==> config.mk <==
export PLATFORM = sky130hd
export DESIGN_NAME = flgar_regs
export DESIGN_NICKNAME = d
export VERILOG_FILES = /design/src/shared/flgar_pkg.sv /design/src/logic/flgar_regs.sv
export SDC_FILE = /design/constraint.sdc
export NUM_CORES = 1
export LEC_CHECK = 0
export BUFFER_PORTS_ARGS = -buffer_cell sky130_fd_sc_hd__buf_2
export CAP_MARGIN = 10
export CORE_ASPECT_RATIO = 0.8
export CORE_MARGIN = 3
export CORE_UTILIZATION = 45
export DETAILED_ROUTE_END_ITERATION = 12
export PLACE_DENSITY = 0.73
export SYNTH_ARGS = -nofsm -noshare
export SYNTH_HDL_FRONTEND = slang
export SYNTH_SLANG_ARGS = --single-unit
export TNS_END_PERCENT = 100
==> constraint.sdc <==
create_clock -name clk -period 8.8 [get_ports clk]
set_input_delay 1.76 -clock clk [delete_from_list [all_inputs] [get_ports clk]]
set_output_delay 1.76 -clock clk [all_outputs]
set_load 0.005 [all_outputs]
==> src/shared/flgar_pkg.sv <==
package flgar_pkg;

   // command codes of the four registers on the host command port
   localparam logic [7:0] CMD_SUMMARY = 8'h10;
   localparam logic [7:0] CMD_LATCHED = 8'h11;
   localparam logic [7:0] CMD_CONTROL = 8'h12;
   localparam logic [7:0] CMD_CONVSEL = 8'h13;

   localparam int FAULT_W = 14;
   localparam int SRC_W = 7;
   localparam int PIN_N = 2;

   // latched / instantaneous fault bit positions
   localparam int F_C0A_OV = 0;
   localparam int F_C0A_UV = 1;
   localparam int F_C0A_IDAC = 2;
   localparam int F_C0B_OV = 3;
   localparam int F_C0B_UV = 4;
   localparam int F_C1A_OV = 5;
   localparam int F_C1A_UV = 6;
   localparam int F_C1A_IDAC = 7;
   localparam int F_C1B_OV = 8;
   localparam int F_C1B_UV = 9;
   localparam int F_CORE_OV = 10;
   localparam int F_CORE_UV = 11;
   localparam int F_IN12_OV = 12;
   localparam int F_IN12_UV = 13;
   // over/under faults only; the two current-DAC fault bits are left out
   localparam logic [FAULT_W-1:0] OVUV_MASK = 14'h3F7B;

   // pin_alert_control field positions
   localparam int C_PIN0_FN = 0;
   localparam int C_PIN1_FN = 2;
   localparam int C_PIN0_DATA = 4;
   localparam int C_PIN1_DATA = 5;
   localparam int C_ALERT_MIRROR = 6;
   localparam int C_ALERT_DIS = 7;
   localparam int C_TEST_WRITE = 8;
   localparam int C_CFG_LEVEL = 9;
   localparam int C_TRACK = 10;

   // pin function codes
   localparam logic [1:0] FN_LEVEL = 2'h0;
   localparam logic [1:0] FN_LEVEL_N = 2'h1;
   localparam logic [1:0] FN_OUTPUT = 2'h2;
   localparam logic [1:0] FN_INPUT = 2'h3;

   // reset values
   localparam logic [1:0] RST_PIN_FN = FN_OUTPUT;
   localparam logic RST_PIN_DATA = 1'h1;
   localparam logic RST_ALERT_DIS = 1'h1;
   localparam logic RST_TEST_WRITE = 1'h0;
   localparam logic [SRC_W-1:0] RST_CONVSEL = 7'h00;
   localparam logic [FAULT_W-1:0] RST_LATCHED = 14'h0000;

   localparam logic [7:0] IDAC_MIN = 8'h00;
   localparam logic [7:0] IDAC_MAX = 8'hFF;

   typedef struct packed {
      logic wr;
      logic rd;
      logic [7:0] code;
      logic [15:0] wdata;
   } flgar_cmd_t;

   typedef struct packed {
      logic valid;
      logic hit;
      logic [15:0] data;
   } flgar_rsp_t;

endpackage : flgar_pkg

==> src/logic/flgar_regs.sv <==
`timescale 1ns/1ps

// What this block does
// - summary bit 0 is OR of latched flags
// - summary read leaves latched flags untouched
// - fourteen latched flags, upper bits read zero
// - enabled instantaneous fault sets and holds flag
// - clearing enable clears its latched flag
// - latched read clears flags, live faults reset
// - disabled fault reads zero latched from the cycle after its enable drops
// - pin 0 function: power-good, inverse, output, input
// - power-good high only without over/under faults
// - pin 1 function: dac-fault, inverse, output, input
// - dac-fault when either code at 00/FF
// - config pin high at reset clears data
// - control bit 6 mirrors alert pin level
// - alert asserts low on latched fault if enabled
// - test-write bit hands result registers to host
// - control bit 9 returns config pin level
// - bit 10 launches tracking, reads pending
// - conversion select bits enable seven sources
module flgar_regs #(
   parameter bit HAS_TRACKING = 1'b1
) (
   // clock and reset
   input wire logic clk,
   input wire logic rst_n,
   // host command port
   input flgar_pkg::flgar_cmd_t cmd,
   output flgar_pkg::flgar_rsp_t rsp,
   // monitor inputs
   input wire logic [flgar_pkg::FAULT_W-1:0] inst_fault,
   input wire logic [flgar_pkg::FAULT_W-1:0] fault_enable,
   input wire logic [7:0] chan0_dac_code,
   input wire logic [7:0] chan1_dac_code,
   // general pins, open drain
   input wire logic [flgar_pkg::PIN_N-1:0] gpin_in,
   output logic [flgar_pkg::PIN_N-1:0] gpin_out,
   output logic [flgar_pkg::PIN_N-1:0] gpin_oe_n,
   // alert pin, open drain, active low
   input wire logic alert_n_in,
   output logic alert_n_out,
   output logic alert_n_oe_n,
   // configuration pin
   input wire logic config_pin_in,
   // to the rest of the device
   output logic result_host_write_test,
   output logic tracking_launch,
   input wire logic tracking_pending,
   output logic [flgar_pkg::SRC_W-1:0] conv_select,
   input wire logic conv_advance,
   output logic [2:0] conv_source,
   output logic conv_active
);

   // pin synchronisers; left out of reset so they are settled at release
   logic [flgar_pkg::PIN_N-1:0] gpin_meta;
   logic [flgar_pkg::PIN_N-1:0] gpin_sync;
   logic alert_meta;
   logic alert_sync;
   logic cfg_meta;
   logic cfg_sync;

   always_ff @(posedge clk) begin
      gpin_meta <= gpin_in;
      gpin_sync <= gpin_meta;
      alert_meta <= alert_n_in;
      alert_sync <= alert_meta;
      cfg_meta <= config_pin_in;
      cfg_sync <= cfg_meta;
   end

   // state
   logic [flgar_pkg::FAULT_W-1:0] latched_fault_flags;
   logic [1:0] pin_fn [flgar_pkg::PIN_N];
   logic [flgar_pkg::PIN_N-1:0] pin_data;
   logic alert_disable;
   logic [flgar_pkg::SRC_W-1:0] conversion_source_select;
   logic strap_pending;

   // decode
   wire wr_summary = cmd.wr && cmd.code == flgar_pkg::CMD_SUMMARY;
   wire rd_latched = cmd.rd && cmd.code == flgar_pkg::CMD_LATCHED;
   wire wr_control = cmd.wr && cmd.code == flgar_pkg::CMD_CONTROL;
   wire wr_convsel = cmd.wr && cmd.code == flgar_pkg::CMD_CONVSEL;
   wire cmd_hit = cmd.code == flgar_pkg::CMD_SUMMARY || cmd.code == flgar_pkg::CMD_LATCHED
                  || cmd.code == flgar_pkg::CMD_CONTROL || cmd.code == flgar_pkg::CMD_CONVSEL;

   // latched faults
   wire [flgar_pkg::FAULT_W-1:0] fault_set = inst_fault & fault_enable;
   wire any_latched_fault = |latched_fault_flags;
   // a read clears held flags, but a fault seen in that same cycle is kept
   wire [flgar_pkg::FAULT_W-1:0] fault_hold = rd_latched ? '0 : latched_fault_flags;
   wire [flgar_pkg::FAULT_W-1:0] next_latched =
      (fault_hold | fault_set) & fault_enable;

   always_ff @(posedge clk) begin
      if (!rst_n) begin
         latched_fault_flags <= flgar_pkg::RST_LATCHED;
      end else begin
         latched_fault_flags <= next_latched;
      end
   end

   // derived levels
   wire power_good = ~|(inst_fault & flgar_pkg::OVUV_MASK);
   wire idac_fault = chan0_dac_code == flgar_pkg::IDAC_MIN
                     || chan0_dac_code == flgar_pkg::IDAC_MAX
                     || chan1_dac_code == flgar_pkg::IDAC_MIN
                     || chan1_dac_code == flgar_pkg::IDAC_MAX;
   wire [flgar_pkg::PIN_N-1:0] pin_level = {idac_fault, power_good};

   // general pin function select
   logic [flgar_pkg::PIN_N-1:0] pin_view;
   logic [flgar_pkg::PIN_N-1:0] pin_drive;

   for (genvar p = 0; p < flgar_pkg::PIN_N; p++) begin : g_pin
      always_comb begin
         unique case (pin_fn[p])
            flgar_pkg::FN_LEVEL: begin
               pin_view[p] = pin_level[p];
               pin_drive[p] = pin_level[p];
            end
            flgar_pkg::FN_LEVEL_N: begin
               pin_view[p] = ~pin_level[p];
               pin_drive[p] = ~pin_level[p];
            end
            flgar_pkg::FN_OUTPUT: begin
               pin_view[p] = pin_data[p];
               pin_drive[p] = pin_data[p];
            end
            flgar_pkg::FN_INPUT: begin
               pin_view[p] = gpin_sync[p];
               pin_drive[p] = 1'b1;
            end
         endcase
      end
      // open drain: pull low for a zero, otherwise let go
      assign gpin_out[p] = 1'b0;
      assign gpin_oe_n[p] = pin_drive[p];
   end

   // alert pin
   wire alert_assert = !alert_disable && any_latched_fault;
   assign alert_n_out = 1'b0;
   assign alert_n_oe_n = !alert_assert;

   // control register
   wire [15:0] wd = cmd.wdata;

   always_ff @(posedge clk) begin
      if (!rst_n) begin
         pin_fn[0] <= flgar_pkg::RST_PIN_FN;
         pin_fn[1] <= flgar_pkg::RST_PIN_FN;
         pin_data <= {flgar_pkg::PIN_N{flgar_pkg::RST_PIN_DATA}};
         alert_disable <= flgar_pkg::RST_ALERT_DIS;
         result_host_write_test <= flgar_pkg::RST_TEST_WRITE;
         strap_pending <= 1'b1;
      end else begin
         strap_pending <= 1'b0;
         if (wr_control) begin
            pin_fn[0] <= wd[flgar_pkg::C_PIN0_FN +: 2];
            pin_fn[1] <= wd[flgar_pkg::C_PIN1_FN +: 2];
            pin_data[0] <= wd[flgar_pkg::C_PIN0_DATA];
            pin_data[1] <= wd[flgar_pkg::C_PIN1_DATA];
            alert_disable <= wd[flgar_pkg::C_ALERT_DIS];
            result_host_write_test <= wd[flgar_pkg::C_TEST_WRITE];
         end else if (strap_pending && cfg_sync) begin
            // strap caught on the first edge after release
            pin_data <= '0;
         end
      end
   end

   // one-cycle launch pulse; basic variant never launches
   always_ff @(posedge clk) begin
      if (!rst_n) begin
         tracking_launch <= 1'b0;
      end else begin
         tracking_launch <= HAS_TRACKING && wr_control && wd[flgar_pkg::C_TRACK];
      end
   end

   // conversion select
   always_ff @(posedge clk) begin
      if (!rst_n) begin
         conversion_source_select <= flgar_pkg::RST_CONVSEL;
      end else if (wr_convsel) begin
         conversion_source_select <= wd[flgar_pkg::SRC_W-1:0];
      end
   end

   assign conv_select = conversion_source_select;
   assign conv_active = |conversion_source_select;

   // round-robin source pointer, ascending with wrap
   logic [2:0] next_source;
   logic found;

   always_comb begin
      int idx;
      idx = 0;
      next_source = conv_source;
      found = 1'b0;
      for (int i = 1; i <= flgar_pkg::SRC_W; i++) begin
         idx = (int'(conv_source) + i) % flgar_pkg::SRC_W;
         if (!found && conversion_source_select[idx]) begin
            next_source = 3'(idx);
            found = 1'b1;
         end
      end
   end

   always_ff @(posedge clk) begin
      if (!rst_n) begin
         conv_source <= 3'h0;
      end else if (conv_advance || !conversion_source_select[conv_source]) begin
         // a deselected current source is dropped without waiting
         conv_source <= next_source;
      end
   end

   // read data
   logic [15:0] control_view;

   always_comb begin
      control_view = 16'h0000;
      control_view[flgar_pkg::C_PIN0_FN +: 2] = pin_fn[0];
      control_view[flgar_pkg::C_PIN1_FN +: 2] = pin_fn[1];
      control_view[flgar_pkg::C_PIN0_DATA] = pin_view[0];
      control_view[flgar_pkg::C_PIN1_DATA] = pin_view[1];
      control_view[flgar_pkg::C_ALERT_MIRROR] = alert_sync;
      control_view[flgar_pkg::C_ALERT_DIS] = alert_disable;
      control_view[flgar_pkg::C_TEST_WRITE] = result_host_write_test;
      control_view[flgar_pkg::C_CFG_LEVEL] = cfg_sync;
      control_view[flgar_pkg::C_TRACK] = HAS_TRACKING && tracking_pending;
   end

   logic [15:0] read_mux;

   always_comb begin
      read_mux = 16'h0000;
      if (cmd.code == flgar_pkg::CMD_SUMMARY) begin
         read_mux[0] = any_latched_fault;
      end else if (cmd.code == flgar_pkg::CMD_LATCHED) begin
         read_mux[flgar_pkg::FAULT_W-1:0] = latched_fault_flags;
      end else if (cmd.code == flgar_pkg::CMD_CONTROL) begin
         read_mux = control_view;
      end else if (cmd.code == flgar_pkg::CMD_CONVSEL) begin
         read_mux[flgar_pkg::SRC_W-1:0] = conversion_source_select;
      end
   end

   // the summary is read only; a write to it is answered without hit and dropped
   wire wr_dropped = wr_summary;

   always_ff @(posedge clk) begin
      if (!rst_n) begin
         rsp <= '0;
      end else begin
         rsp.valid <= cmd.rd || cmd.wr;
         rsp.hit <= cmd_hit && !wr_dropped;
         rsp.data <= cmd.rd ? read_mux : 16'h0000;
      end
   end

endmodule : flgar_regs

==> results <==
- The run finished with clean final reports.
- The final sum of negative setup slack is 0 ps.
- The first detailed-routing pass took 5 iterations.
- After routing the design area is 5660 um2.
- The met3 layer usage reported by global route is 4.17%.
- The maximum clock frequency is 185 MHz.
- The number of register bits inferred by synthesis is 58.
- The global-route layer with the greatest usage is met2.
- The number of hold violations in the final report is 0.
- The cell area that synthesis handed to floorplanning was 4780 um2.
- The die is 98.2 um tall.
- The endpoint identified for the worst register-to-register timing path is conv_source[2].
- For this design, the sink count on the clock tree is 58.
- The power density over cell area is 354 nW/um2.
- In this run the remaining antenna-violating nets after routing total 0.
- The slack of the worst reg-to-reg path is 3400 ps.
- In this run the static leakage power is 2.49 nW.
- The core region is 10300 um2.
- The actual transition at the worst max-transition pin is 897 ps.
- After detailed routing, the total wire length is 13700 um.
- The first-pass GRT wire length is 21900 um.
- In this run, synthesis inferred 4 flip-flops with an integrated enable.
- The worst-skew pair later-pin latency is 320 ps.
- In this run the worst path has a maximum fanout of 47.
- The initial antenna violation count came to 0.
- The category of the worst setup path capture point is a register.
- At the worst endpoint, the required time is 9070 ps.
- The initial core utilization is 46.4%.
- By instance count, the cell type seen most on the critical path is ha_1.
- The type of origin of the critical path is a register.
- The final RePlAce weighted congestion is 0.937.
- The startpoint of the lowest-slack register-to-register path is conv_source[0].
- In the global route stage, met2 resource usage came out at 34.2%.
- Between clock sinks in the finished design, the worst skew comes to 5.39 ps.
- The commonest non-fill, non-tap cell in the layout is buf_2.
- The half-perimeter wire length after detailed placement is 10200 um.
- The number of primary I/O pins is 115.
- The worst path uses 61.4% of the clock period.
- Of the total power, registers draw 15.6%.
- The maximum buffer depth of the clock tree is 2.
- The average instance in the mapped netlist occupies 8.12 um2.
- In this run the clock root is driven by a clkbuf_16.
- The type of the worst min-delay path is register to register.
- The area of the die is 11900 um2.
- The netlist uses 81 different library cells.
- The CTS tree is yes.
- The pin count of the biggest net entering global routing is 48.
- The max-capacitance violation count is 0.
- The synthesized instance count is 589.
- The arrival time at the worst endpoint is 5670 ps.
- The share of the yosys chip area belonging to registers is 25.1%.
- For this run the aggregate overflow at the end of global routing stands at 0.
- The cell family contributing the most delay on the critical path is adder cells.
- The worst slack after detailed placement is 3480 ps.
- The H-tree was split into 3 levels.
- Cells with a size suffix above 1 make up 23.9% of the layout.
- Setup repair after global routing left no endpoint under its margin.
- The signal on the critical path passes through buf_4 -> inv_1 -> ha_1 -> inv_1 -> ha_1 -> ha_1 -> a31oi_1 -> xnor2_1 -> ha_1 -> nor2_1 -> a21boi_0 -> a211oi_1 -> or4_1 -> o211ai_2 -> o211ai_1 -> a211o_1 -> a311oi_2 -> a21o_1.
- The endpoint of the worst hold-timing path is cfg_sync.
- The width of the chip is 121 um.
- The floorplan has 33 rows.
- The aggregate global-route resource usage is 22.4%.
- The design internal power is 0.00106 W.
- At the end of the flow the core is filled with cells to 54.8%.
- The post-detailed-placement cell area is 5340 um2.
- The number of nets in the layout is 778.
- Global routing consumed, on the met1 layer, 32.3% of the routing resources.
- The count of buffers inserted at the top-level ports is 103.
- The proportion of power drawn by combinational gates is 66.3%.
- The vias after detailed routing is 4926.
- The worst ir drop on vdd is 0.298 mV.
- The worst setup path category is register to register.
- Counting instances, the worst hold path has a depth of 0.
- The switching part of the total power is 47.3%.
- The logic depth of the worst path, buffers included is 18.
- Clock tree synthesis inserted a total of 9 buffers.
- The switching component of the power is 0.000949 W.
- The via count of the first global-routing pass is 4492.
- The area added between synthesis and finish is 18.3%.
- Setup slack closes at 3400 ps.
- The post-layout minimum cycle time is 5400 ps.
- The clock network accounts for 18.2% of the total power.
- The total count of max-transition violations in the final report is 0.
- The largest individual stage delay along the critical path comes from the cell ha_1.
- The clock transition at the register clock pins on the worst setup and hold paths after CTS is 50 ps.
- The share of synthesized flip-flops with an asynchronous set or reset is 0%.
- The post-detailed-route via-to-cell ratio is 6.01.
- The library cells used most frequently in the layout, excluding fill and tap cells, are 103 x buf_2, 60 x nand2_1, 55 x nor2_1.
- Setup violations remaining at the end of the flow were counted as 0.
- Counting both buffers and inverters, the worst setup path holds a total of 3.
- After the first detailed-routing iteration, the DRC count stood at 462.
- The total of warnings raised by yosys is 0.
- In the routed design, unresolved DRC markers number 0.
- The average detailed-routed wire length per instance is 16.8 um.
- Gates resized during post-CTS repair numbered 0.
- The biggest cell delay along the critical path is 680 ps.
- The number of antenna diodes in the final layout is 0.
- Post-CTS timing repair inserted 0 buffers for setup.
- Headroom to the max-slew limit came out at 40.1%.
- The most frequently used flop master after synthesis is dfxtp_1.
- The number of cells traversed by the worst register-to-register path is 18.
- The cts-stage hold buffer count is 0.
- The beginning of the worst hold path is cfg_meta.
- The fill cell instance count of the final layout is 945.
## cell families (layout without fill, tap and decap cells)
kind of cell	after synthesis	count (layout)	share of synthesized area [%]
adder cells (fa/ha/maj)	26	26	6.80
AO/OA/AOI/OAI	165	165	25.8
multiplexers	41	41	9.96
buffers and inverters	59	145	5.26
flip-flops	58	58	25.1
other	1	5	0.0784
AND/OR/NAND/NOR	223	223	23.6
XOR/XNOR	16	16	3.40
## state kept, by name, summed over array words and instances, names as in the netlist
signal	count
alert_disable	1
alert_meta	1
alert_sync	1
cfg_meta	1
cfg_sync	1
conv_select	7
conv_source	3
gpin_meta	2
gpin_sync	2
latched_fault_flags	14
pin_data	2
pin_fn	4
result_host_write_test	1
rsp	16
strap_pending	1
tracking_launch	1
## worst max path at each step
stage,start,endpoint,slack (ps)
after floorplan,conv_source[0],conv_source[2],4050
after global placement,conv_source[0],conv_source[2],3580
after detailed placement,conv_source[0],conv_source[0],3480
after CTS,conv_source[0],conv_source[2],3460
after global routing,conv_source[0],conv_source[2],3030
final,conv_source[0],conv_source[2],3400
## per-stage QoR
step	cells	hold slack, ps	power, W
final	819	329	0.00200
after global routing	819	335	0.00216
after CTS	819	328	0.00198
after detailed placement	803	315	0.00161
after global placement	803	312	0.00155
after floorplan	593	310	0.00136
## area by class of cell
cell class              count  area, um2  share of cell area, %
inverters                  25       96.3                   1.70
well taps                 140        175                   3.09
clock buffers              10        250                   4.42
clock inverters             6       68.8                   1.22
flip-flops and latches     58       1200                   21.2
multi-input cells         476       3350                   59.1
repair buffers            104        523                   9.24
## power by group through the flow
stage	Clock, W	Combinational [W]	Sequential [W]
3_5_place_dp	0	0.00130	0.000316
4_1_cts	0.000368	0.00130	0.000311
2_1_floorplan	0	0.00106	0.000305
3_3_place_gp	0	0.00124	0.000315
6_report	0.000364	0.00133	0.000312
5_1_grt	0.000378	0.00147	0.000314
## synth_stat cells, types with 13 or more instances
| library cell | instances | area, um2 |
|---|---|---|
| nand2_1 | 60 | 225 |
| nor2_1 | 55 | 206 |
| dfxtp_1 | 54 | 1080 |
| a21oi_1 | 35 | 175 |
| ha_1 | 26 | 325 |
| mux2i_1 | 24 | 240 |
| inv_1 | 22 | 82.6 |
| clkbuf_1 | 21 | 78.8 |
| o21ai_0 | 21 | 105 |
| nor2b_1 | 18 | 113 |
| nand3_1 | 13 | 65.1 |
| xnor2_1 | 13 | 114 |
## per-layer routing
| metal | share of wire, % | wire length, um |
|---|---|---|
| met3 | 8.6 | 1190 |
| met2 | 44 | 6020 |
| met4 | 1.7 | 232 |
| met5 | 0 | 0 |
| met1 | 46 | 6310 |
(Power assumes the default switching activity.)
